## src/fhc_regs.vh

```
// Constants for the floppy host command port block
// Operation
// - Byte command is one write; high nibble command, low nibble pointer or mask.
// - Byte command 0 starts the string addressed by pointer in low nibble.
// - Started string is fetched from host memory by DMA, then executed.
// - Byte command 1 takes next two writes, low then high, as pointer.
// - Byte command 2 restores every selected drive to track 0.
// - Byte command 3 sets software write protect on selected drives.
// - All software write protect flags clear after power-on.
// - Byte command 4 clears software write protect on selected drives.
// - Byte commands 5 to 15 only clear a pending interrupt.
// - Reset loads pointer 0 with 0080, pointer n with n000.
// - For commands 2,3,4 bit k of low nibble selects drive k.
// - Drive command with all-zero mask does nothing.
// - Command string is 4 to 9 bytes, length set by its command.
// - First string byte: high digit disk command, low digit drive mask.
// - Completion writes non-zero status; bit 7 failure, success only bit 0.
// - Bytes 3 and 4 carry track; byte 3 zero, byte 4 0 to 76.
// - Bytes 3-4 give physical track; also logical unless separate given.
// - Bytes 5 to 9 are interpreted per the disk command number.
// - Non-zero status at start reports error 0x41.
// - String selecting no drive reports error 0x42.
`ifndef FHC_REGS_VH
`define FHC_REGS_VH
`define FHC_BC_EXEC      4'h0
`define FHC_BC_LOADPTR   4'h1
`define FHC_BC_RESTORE   4'h2
`define FHC_BC_WPSET     4'h3
`define FHC_BC_WPCLR     4'h4
`define FHC_PTR0_RESET   16'h0080
`define FHC_ST_OK        8'h01
`define FHC_ST_NZSTAT    8'h41
`define FHC_ST_NODRV     8'h42
`define FHC_ST_MULTDRV   8'h43
`define FHC_ST_BADCMD    8'h44
`define FHC_ST_BADTRK    8'h45
`define FHC_ST_BADLTRK   8'h48
`define FHC_TRK_MAX      8'h4C
`define FHC_CS_STATUS    16'h0001
`endif

```

## src/fhc_len.v

```verilog
// Command string length lookup by disk command number
`timescale 1ns/1ps
`default_nettype none
module fhc_len (
    input  wire [3:0] cmd,
    output reg  [3:0] len,
    output reg        legal,
    output reg        has_ltrk
);
    // Base lengths for commands 0-5, logical track adds two for 7-11
    always @* begin
        legal    = 1'b1;
        has_ltrk = 1'b0;
        case (cmd)
            4'h0: len = 4'h5;
            4'h1: len = 4'h7;
            4'h2: len = 4'h7;
            4'h3: len = 4'h4;
            4'h4: len = 4'h5;
            4'h5: len = 4'h5;
            4'h7: begin len = 4'h9; has_ltrk = 1'b1; end
            4'h8: begin len = 4'h9; has_ltrk = 1'b1; end
            4'h9: begin len = 4'h6; has_ltrk = 1'b1; end
            4'hA: begin len = 4'h7; has_ltrk = 1'b1; end
            4'hB: begin len = 4'h7; has_ltrk = 1'b1; end
            default: begin len = 4'h4; legal = 1'b0; end
        endcase
    end
endmodule // fhc_len
`default_nettype wire

```

## src/fhc_port.v

```verilog
// Host command port interpreter with command string DMA fetch
`timescale 1ns/1ps
`default_nettype none
`include "fhc_regs.vh"
module fhc_port #(
    parameter NDRV = 4
) (
    input  wire        clk_sys,
    input  wire        arst_n,
    input  wire [7:0]  host_command_port,
    input  wire        port_wr,
    output wire        port_busy,
    output reg         dma_req,
    output reg         dma_we,
    output reg  [15:0] dma_addr,
    output reg  [7:0]  dma_wdata,
    input  wire        dma_ack,
    input  wire [7:0]  dma_rdata,
    output reg         restore_go,
    output reg  [3:0]  restore_mask,
    output reg  [3:0]  wprot,
    output reg         irq,
    input  wire        irq_set,
    output reg         disk_go,
    output reg  [3:0]  disk_cmd,
    output reg  [3:0]  disk_drive,
    output reg  [7:0]  disk_track,
    output reg  [7:0]  disk_ltrack,
    output reg  [39:0] disk_args,
    input  wire        disk_done,
    input  wire [7:0]  disk_status
);
    localparam S_IDLE  = 3'd0;
    localparam S_FETCH = 3'd1;
    localparam S_CHECK = 3'd2;
    localparam S_DISK  = 3'd3;
    localparam S_WRST  = 3'd4;

    reg [15:0] ptr [0:15];
    reg [2:0]  state;
    reg [1:0]  load_phase;
    reg [3:0]  load_idx;
    reg [7:0]  load_lo;
    reg [15:0] base;
    reg [3:0]  idx;
    reg [7:0]  cs [0:8];
    reg [7:0]  st_out;
    wire [3:0] len;
    wire       legal;
    wire       has_ltrk;
    wire [3:0] opc = host_command_port[7:4];
    wire [3:0] arg = host_command_port[3:0];
    integer    i;

    fhc_len u_len (
        .cmd      (cs[0][7:4]),
        .len      (len),
        .legal    (legal),
        .has_ltrk (has_ltrk)
    );

    // Port is refused while a string runs, so exec cannot be lost
    assign port_busy = (state != S_IDLE);

    // Pointer table, reset defaults, two-byte load
    genvar g;
    generate
        for (g = 0; g < 16; g = g + 1) begin : g_ptr
            always @(posedge clk_sys or negedge arst_n) begin
                if (!arst_n) begin
                    ptr[g] <= (g == 0) ? `FHC_PTR0_RESET
                                       : {g[3:0], 12'h000};
                end else if (port_wr && load_phase == 2'd2 &&
                             load_idx == g[3:0]) begin
                    ptr[g] <= {host_command_port, load_lo};
                end
            end
        end
    endgenerate

    // Byte command decode
    always @(posedge clk_sys or negedge arst_n) begin
        if (!arst_n) begin
            load_phase   <= 2'd0;
            load_idx     <= 4'h0;
            load_lo      <= 8'h00;
            restore_go   <= 1'b0;
            restore_mask <= 4'h0;
            wprot        <= 4'h0;
            irq          <= 1'b0;
        end else begin
            restore_go <= 1'b0;
            if (irq_set)
                irq <= 1'b1;
            if (port_wr && load_phase == 2'd1) begin
                load_lo    <= host_command_port;
                load_phase <= 2'd2;
            end else if (port_wr && load_phase == 2'd2) begin
                load_phase <= 2'd0;
            end else if (port_wr && state == S_IDLE) begin
                case (opc)
                    `FHC_BC_EXEC: ;
                    `FHC_BC_LOADPTR: begin
                        load_idx   <= arg;
                        load_phase <= 2'd1;
                    end
                    `FHC_BC_RESTORE: begin
                        restore_go   <= |arg;
                        restore_mask <= arg;
                    end
                    `FHC_BC_WPSET: wprot <= wprot | arg;
                    `FHC_BC_WPCLR: wprot <= wprot & ~arg;
                    default: begin
                        if (!irq_set)
                            irq <= 1'b0;
                    end
                endcase
            end
        end
    end

    // Command string engine
    always @(posedge clk_sys or negedge arst_n) begin
        if (!arst_n) begin
            state       <= S_IDLE;
            base        <= 16'h0000;
            idx         <= 4'h0;
            dma_req     <= 1'b0;
            dma_we      <= 1'b0;
            dma_addr    <= 16'h0000;
            dma_wdata   <= 8'h00;
            st_out      <= 8'h00;
            disk_go     <= 1'b0;
            disk_cmd    <= 4'h0;
            disk_drive  <= 4'h0;
            disk_track  <= 8'h00;
            disk_ltrack <= 8'h00;
            disk_args   <= 40'h0;
            for (i = 0; i < 9; i = i + 1)
                cs[i] <= 8'h00;
        end else begin
            disk_go <= 1'b0;
            case (state)
                S_IDLE: begin
                    if (port_wr && load_phase == 2'd0 &&
                        opc == `FHC_BC_EXEC) begin
                        base     <= ptr[arg];
                        dma_addr <= ptr[arg];
                        dma_req  <= 1'b1;
                        dma_we   <= 1'b0;
                        idx      <= 4'h0;
                        state    <= S_FETCH;
                    end
                end
                S_FETCH: begin
                    if (dma_ack) begin
                        cs[idx] <= dma_rdata;
                        // length from first byte once known
                        if (idx >= 4'd3 && (idx + 4'd1) >=
                            ((idx == 4'd0) ? 4'd4 : len)) begin
                            dma_req <= 1'b0;
                            state   <= S_CHECK;
                        end else begin
                            idx      <= idx + 4'd1;
                            dma_addr <= dma_addr + 16'h0001;
                        end
                    end
                end
                S_CHECK: begin
                    disk_cmd    <= cs[0][7:4];
                    disk_drive  <= cs[0][3:0];
                    disk_track  <= cs[3];
                    disk_ltrack <= has_ltrk ? cs[len - 4'd1] : cs[3];
                    disk_args   <= {cs[8], cs[7], cs[6], cs[5], cs[4]};
                    state       <= S_WRST;
                    if (cs[1] != 8'h00)
                        st_out <= `FHC_ST_NZSTAT;
                    else if (cs[0][3:0] == 4'h0)
                        st_out <= `FHC_ST_NODRV;
                    else if ((cs[0][3:0] & (cs[0][3:0] - 4'h1)) != 4'h0)
                        st_out <= `FHC_ST_MULTDRV;
                    else if (!legal)
                        st_out <= `FHC_ST_BADCMD;
                    else if (cs[2] != 8'h00 || cs[3] > `FHC_TRK_MAX)
                        st_out <= `FHC_ST_BADTRK;
                    else if (has_ltrk && (cs[len - 4'd2] != 8'h00 ||
                             cs[len - 4'd1] > `FHC_TRK_MAX))
                        st_out <= `FHC_ST_BADLTRK;
                    else begin
                        disk_go <= 1'b1;
                        state   <= S_DISK;
                    end
                end
                S_DISK: begin
                    if (disk_done) begin
                        // anything but plain success is marked failed
                        st_out <= (disk_status == `FHC_ST_OK)
                                  ? `FHC_ST_OK : (disk_status | 8'h80);
                        state  <= S_WRST;
                    end
                end
                S_WRST: begin
                    if (!dma_req) begin
                        dma_req   <= 1'b1;
                        dma_we    <= 1'b1;
                        dma_addr  <= base + `FHC_CS_STATUS;
                        dma_wdata <= (st_out[6]) ? (st_out | 8'h80) : st_out;
                    end else if (dma_ack) begin
                        dma_req <= 1'b0;
                        dma_we  <= 1'b0;
                        state   <= S_IDLE;
                    end
                end
                default: state <= S_IDLE;
            endcase
        end
    end
endmodule // fhc_port
`default_nettype wire

```

## config.mk

```make
export PLATFORM = sky130hd
export DESIGN_NAME = fhc_port
export DESIGN_NICKNAME = d
export VERILOG_FILES = /design/src/fhc_len.v /design/src/fhc_port.v
export VERILOG_INCLUDE_DIRS = /design/src /design/src/src
export SDC_FILE = /design/constraint.sdc
export NUM_CORES = 1
export LEC_CHECK = 0
export BUFFER_PORTS_ARGS = -buffer_cell sky130_fd_sc_hd__buf_2
export CAP_MARGIN = 10
export CORE_MARGIN = 2
export CORE_UTILIZATION = 40
export CTS_CLUSTER_DIAMETER = 30
export CTS_CLUSTER_SIZE = 20
export DETAILED_ROUTE_END_ITERATION = 10
export SYNTH_ARGS = -nofsm -noshare
export SYNTH_HDL_FRONTEND = slang
export SYNTH_SLANG_ARGS = --single-unit
export TNS_END_PERCENT = 50
```

## constraint.sdc

```tcl
create_clock -name clk_sys -period 3.85 [get_ports clk_sys]
set_input_delay 0.1925 -clock clk_sys [delete_from_list [all_inputs] [get_ports clk_sys]]
set_output_delay 0.1925 -clock clk_sys [all_outputs]
set_load 0.05 [all_outputs]
```

==> results of run 1 <==
-- cells by family after synthesis --
kind of cell / count (synthesis) / synth area share
XOR/XNOR: 27 / 0.01006
buffers and inverters: 164 / 0.02929
adder cells (fa/ha/maj): 11 / 0.005858
AO/OA/AOI/OAI: 323 / 0.09670
AND/OR/NAND/NOR: 512 / 0.09899
multiplexers: 493 / 0.2525
flip-flops: 474 / 0.5066
-- state kept, by name (all words and copies together) (netlist names), named ones only --
| name | flops |
|---|---|
| ptr | 256 |
| cs | 72 |
| disk_args | 40 |
| base | 16 |
| dma_addr | 16 |
| disk_ltrack | 8 |
| disk_track | 8 |
| dma_wdata | 8 |
| load_lo | 8 |
| st_out | 8 |
| disk_cmd | 4 |
| disk_drive | 4 |
| idx | 4 |
| load_idx | 4 |
| restore_mask | 4 |
| state | 3 |
| load_phase | 2 |
| disk_go | 1 |
| dma_req | 1 |
| dma_we | 1 |
| irq | 1 |
| restore_go | 1 |
-- how the worst max path moves through the flow --
stage / end / slack (ps)
4_1_cts: dma_addr[8] / 370
5_1_grt: st_out[5] / 90
6_report: dma_addr[8] / 370
2_1_floorplan: st_out[3] / 290
3_5_place_dp: st_out[3] / 390
3_3_place_gp: st_out[3] / 430
-- synth_stat cells, types with 6 or more instances --
cell,n,area (sq um)
a31oi_1,13,81.33
mux2_2,368,4144
o211ai_1,8,60.06
ha_1,11,137.6
o21a_1,6,45.04
dfstp_2,33,867.1
nor3b_1,6,45.04
o221ai_1,25,219.0
clkbuf_1,105,394.1
a21oi_1,57,285.3
nor2_1,102,382.9
nor2b_1,11,68.82
a22oi_1,15,112.6
nand2_1,267,1002
buf_1,12,45.04
mux4_2,43,968.4
nand4_1,7,43.79
or2_2,6,37.54
mux2i_1,82,820.8
a221oi_1,41,359.1
nor4_1,7,43.79
nand2b_1,18,112.6
xor2_1,10,87.58
buf_2,18,90.09
dfrtp_1,441,11040
nand3_1,16,80.08
inv_1,14,52.55
nor3_1,22,110.1
o22ai_1,28,175.2
o21ai_0,63,315.3
xnor2_1,17,148.9
and3_1,8,50.05
a211oi_1,7,52.55
-- power groups by stage --
stage / clock network, W / logic [W] / registers (W)
floorplan: 0 / 0.00502 / 0.00837
global placement: 0 / 0.00862 / 0.00754
detailed placement: 0 / 0.00865 / 0.00755
CTS: 0.00969 / 0.00870 / 0.00750
global route: 0.0100 / 0.00943 / 0.00766
finish: 0.00955 / 0.00872 / 0.00752
-- critical path, delay by kind of cell (launching register included) --
kind                     cells  cell delay, ps
AND/OR/NAND/NOR              5            1040
AO/OA/AOI/OAI                5             940
adder cells (fa/ha/maj)      1             220
buffers and inverters        4             790
flip-flops                   1             420
-- metrics by stage --
step / cell area (sq um) / util / hold slack [ps]
after floorplan: 23500 / - / -103.1
after global placement: 25160 / 0.4343 / 346.9
after detailed placement: 25160 / 0.4343 / 358.6
after CTS: 29210 / 0.5043 / 34.83
after global routing: 29210 / 0.5043 / 57.81
final: 29210 / 0.5043 / 63.55
-- final cells by class --
class | instances | area share
timing repair buffer | 220 | 0.04999
multi-input combinational | 1366 | 0.3747
inverter | 19 | 0.002442
clock inverter | 70 | 0.03534
clock buffer | 127 | 0.09724
tap | 765 | 0.03277
sequential | 474 | 0.4075
-- per-layer routing --
layer	vias to the layer above	track usage	wire, um
met1	8882	0.2872	28560
li1	7731	-	-
met5	-	0	0
met4	0	0.1019	2618
met2	520	0.3890	34000
met3	142	0.03900	3431
==> results.md, run 1 <==
* Total GRT Usage at 0.2293
* Post_cts resized at 0
* Main synth FF type: dfrtp_1
* Via/cell ratio at 5.681
* Layout net count at 2,227
* First-pass GRT wire length at 107,000 um
* Placed Cells at 2,826
* Mapped Nets at 2,045
* Crit-path slowest cell: or4b_1
* Syn Area/Cell at 11.72 sq um
* R2R cell count at 15
* Number of top-level pins at 132
* Final Hold Vio Count at 0
* Distinct cells, synth at 85
* Starting density of the core at 0.4057
* Yosys reg bits at 474
* Most frequent cells in the layout: dfrtp_1, mux2_2, nand2_1
* Hold depth at 2
* Crit path DAT at 4040 ps
* Multi-input gate area at 0.01094 sq mm
* Most common cell after layout, fill and taps aside: dfrtp_1
* Crit path max fanout at 26
* Setup WS pre-CTS at 387.4 ps
* Layout area overhead at 24.31%
* RSZ-0062 raised after global routing: no
* Filler instances at 5,063
* Synth Warn # at 0
* Layout cell share with drive strength beyond 1 at 0.3818
* Clock Tree Buf Depth at 3
* Crit path launch: cs[68]
* CP cell instances: buf_4, or4b_1, o21a_1, inv_2, nand2_1, inv_1, ha_1, a21o_1, a21oi_1, or2_2, nor3_1, a211oi_4, buf_4, nor2_1, a21oi_1
* Hold buffer count at cts at 18
* Port Buffer Count at 131
* Min-delay src: host_command_port[4]
* Clk pwr share at 0.370
* Worst-Skew Late Latency at 670 ps
* Hold Path Class: primary input to flip-flop
* CTS Buf Count at 105
* R2R Setup Slk at 370 ps
* Postcts setup bufs at 0
* Root Driver: clkbuf_16
* Vias at 17,280
* Ant diodes at 0
* FMAX at 287.5 MHz
* Post-DP HPWL at 45,760 um
* Max Transition Viols Final at 0
* Critical Path End Type: flip-flop
* Max-Cap Viols at 0
* Skew final at 66.06 ps
* Final worst slack at 371.3 ps
* Logic pwr share at 0.338
* Setup total negative slack at 0 ps
* Drt initial violations at 1,163
* H-tree depth at 3
* Final setup fails at 0
* Row cnt at 88
* Period utilization at 0.9035
* Period minus WS final at 3479 ps
* GP Congestion at 0.9508
* Largest net degree at the start of global routing at 116
* Mapped cell area at 0.02350 sq mm
* Clock-pin slew on the worst setup and hold paths at 50 ps
* Storage element area at 0.01190 sq mm
* NetSw at 0.01002 W
* Slew @ Worst Pin at 1255 ps
* # DRC at 0
* TritonRoute pass-1 iters at 5
* FFs w/ async S/R, synth at 1.000
* Worst slew margin at 0.1610
* Total Routed Length at 68,620 um
* FF-to-FF End: dma_addr[8]
* Hold Crit Endpoint: ptr[12]
* Reg power frac at 0.292
* WS Path Type: flip-flop to flip-flop
* Synthesized instance count at 2,004
* DIE HEIGHT at 246.4 um
* Switching share of total power at 0.3887
* Reg-to-reg critical path startpoint: cs[68]
* Fin cells at 3,041
* CTS tree: built
* Die area at 0.06070 sq mm
* Grt ovf at 0
* Total power at 0.02578 W
* Post-route ant nets at 0
* Peak VDD IR at 0.6107 mV
* Internal at 0.01576 W
* WL per Instance at 22.56 um
* P per Cell Area at 882.7 mW/mm^2
* Die Wd at 246.4 um
* Post-synth EDFFs at 0
* Max incr delay on CP at 570 ps
* Outcome: finished, final reports clean
* Leak at 13.65 nW
* Initial antenna violation count at 1
* Sequential cell area fraction in the yosys report at 0.5066
* Worst endpoint required time at 4410 ps
* CTS sink count at 474
* Startpoint Class: flip-flop
* Core area at 0.05792 sq mm
* Number of global-route vias before repair at 17,950
No activity file was read; power rests on OpenSTA's default activity.
==> inputs of run 2 (changes only) <==
--- a/config.mk
+++ b/config.mk
@@ -13,6 +13,7 @@
 export CTS_CLUSTER_DIAMETER = 30
 export CTS_CLUSTER_SIZE = 20
 export DETAILED_ROUTE_END_ITERATION = 10
+export MAX_ROUTING_LAYER = met4
 export SYNTH_ARGS = -nofsm -noshare
 export SYNTH_HDL_FRONTEND = slang
 export SYNTH_SLANG_ARGS = --single-unit
==> run 2 against run 1 <==
Net effect: via count decreased by 1.0%; utilization decreased by 0.52 points; sequential power about the same; cell count down 0.43%; die area is the same; sequential share of layout area up 0.43 points; critical path depth is 1 lower; design area is 1.0% lower; first-iteration DRC count fell by 2.3%; fmax down 3.4%.
==> results.md, run 2 (synthesis results as in run 1) <==
* Outcome: finished, final reports clean
* DP Area at 0.02512 sq mm
* GP Congestion at 0.9808
* R2R Setup Slk at 250 ps
* Initial antenna violation count at 1
* Setup total negative slack at 0 ps
* Root Driver: clkbuf_16
* H-tree depth at 3
* Number of top-level pins at 132
* Gr busiest metal: met2
* Worst Path Buf+Inv at 2
* TritonRoute pass-1 iters at 7
* Met2 Resource Use GR at 0.3853
* Crit path max fanout at 18
* Vias at 17,100
* Via/cell ratio at 5.647
* Storage element area at 0.01190 sq mm
* DIE HEIGHT at 246.4 um
* Worst slew margin at 0.2404
* Drt initial violations at 1,136
* Worst setup endpoint: st_out[3]
* Max Transition Viols Final at 0
* Total Routed Length at 67,420 um
* Reg-to-reg critical path startpoint: cs[68]
* Core area at 0.05792 sq mm
* Total GRT Usage at 0.2316
* Most frequent cells in the layout: dfrtp_1, mux2_2, nand2_1
* First-pass GRT wire length at 105,700 um
* Post-route ant nets at 0
* NetSw at 0.009785 W
* Critical Path End Type: flip-flop
* FF-to-FF End: st_out[3]
* Peak VDD IR at 0.6250 mV
* Postcts setup bufs at 0
* Reg power frac at 0.298
* GR Util met3 at 0.04139
* Crit path launch: cs[68]
* # DRC at 0
* Filler instances at 5,145
* Slew @ Worst Pin at 1137 ps
* CP cell instances: buf_4, o21bai_1, nor2_2, inv_2, ha_1, nor2b_1, o211ai_1, a2111oi_0, a211o_1, o22a_2, o21ai_2, a211o_4, or3_1, nand3_1
* CTS sink count at 474
* Switching share of total power at 0.3884
* Startpoint Class: flip-flop
* FMAX at 277.6 MHz
* Internal at 0.01541 W
* CP top delay family: compound AO/OA/AOI/OAI gates
* Grt ovf at 0
* Multi-input gate area at 0.01094 sq mm
* Die area at 0.06070 sq mm
* Final setup fails at 0
* Row cnt at 88
* Layout area overhead at 23.03%
* Post-DP HPWL at 45,150 um
* Clk pwr share at 0.357
* Skew final at 47.55 ps
* R2R cell count at 14
* Leak at 13.55 nW
* Die Wd at 246.4 um
* Design Area, Final at 0.02891 sq mm
* Layout net count at 2,218
* Crit-path slowest cell: a2111oi_0
* CTS Buf Count at 101
* Max incr delay on CP at 580 ps
* Clock-pin slew on the worst setup and hold paths at 50 ps
* Worst-Skew Late Latency at 650 ps
* Number of global-route vias before repair at 17,710
* Period minus WS final at 3603 ps
* Max-Cap Viols at 0
* Max reg flops at 256
* Port Buffer Count at 131
* RSZ-0062 raised after global routing: no
* Grt met1 use at 0.2832
* WS Path Type: flip-flop to flip-flop
* Hold Path Class: primary input to flip-flop
* Largest register by flop count: ptr
* Layout cell share with drive strength beyond 1 at 0.3780
* Clock Tree Buf Depth at 3
* Largest net degree at the start of global routing at 109
* Most common cell after layout, fill and taps aside: dfrtp_1
* Logic pwr share at 0.345
* CTS tree: built
* Period utilization at 0.9358
* Starting density of the core at 0.4057
* Crit path DAT at 4170 ps
* Worst endpoint required time at 4420 ps
* Largest registers: ptr (256), cs (72), disk_args (40)
* WL per Instance at 22.27 um
* Final Hold Vio Count at 0
* CP Depth at 14
* P per Cell Area at 871.5 mW/mm^2
## run 2: cell types whose count changed in the layout (fill, tap and decap cells not counted), moves of 4 or more
cell	previous run	this run
bufinv_16	18	14
clkbuf_16	105	101
clkbuf_8	13	21
clkinvlp_4	17	7
## run 2: worst min path at each step
stage | slack [ps] | cells past startpoint | to | startpoint
after detailed placement | 330 | 1 | disk_args[9] | arst_n
after floorplan | -100 | 0 | asynchronous set/reset pin | arst_n
after CTS | 5 | 2 | cs[24] | dma_rdata[0]
after global routing | 4 | 2 | cs[40] | dma_rdata[0]
final | 30 | 2 | cs[4] | dma_rdata[4]
after global placement | 330 | 1 | disk_args[9] | arst_n
## run 2: repair_timing
item / in CTS / in global routing
hold buffers: 15 / 0
hold endpoints to repair: 118 / 0
gates resized for setup: 0 / 1
endpoints found under the setup margin: 0 / 4
## run 2: cell type report
type | instances | share of cell area
well taps | 765 | 0.03311
multi-input cells | 1366 | 0.3786
inverters | 19 | 0.002467
flip-flops and latches | 474 | 0.4118
clock buffers | 134 | 0.09899
clock inverters | 54 | 0.02688
diodes | 1 | 0.00008657
repair buffers | 215 | 0.04809
## run 2: layer usage
| layer | vias up | wire length, um |
|---|---|---|
| li1 | 7710 | - |
| met1 | 8793 | 28470 |
| met2 | 463 | 33790 |
| met3 | 134 | 3010 |
| met4 | 0 | 2155 |
| met5 | - | 0 |
## run 2: power by group through the flow
stage          logic [W]  clock network, W  registers (W)
6_report         0.00869           0.00900        0.00750
5_1_grt          0.00936           0.00946        0.00764
4_1_cts          0.00866           0.00916        0.00747
3_5_place_dp     0.00861                 0        0.00753
3_3_place_gp     0.00855                 0        0.00750
2_1_floorplan    0.00502                 0        0.00837
## run 2: stage by stage
stage	hold slack, ps	setup WS [ps]	total power (W)	util	cells
detailed placement	331.7	184.3	0.01615	0.4337	2824
finish	26.41	247.3	0.02519	0.4991	3028
floorplan	-103.1	294.2	0.01339	-	2004
CTS	5.292	205.8	0.02529	0.4991	3027
global route	4.240	11.97	0.02646	0.4991	3028
global placement	329.2	466.3	0.01606	0.4337	2824
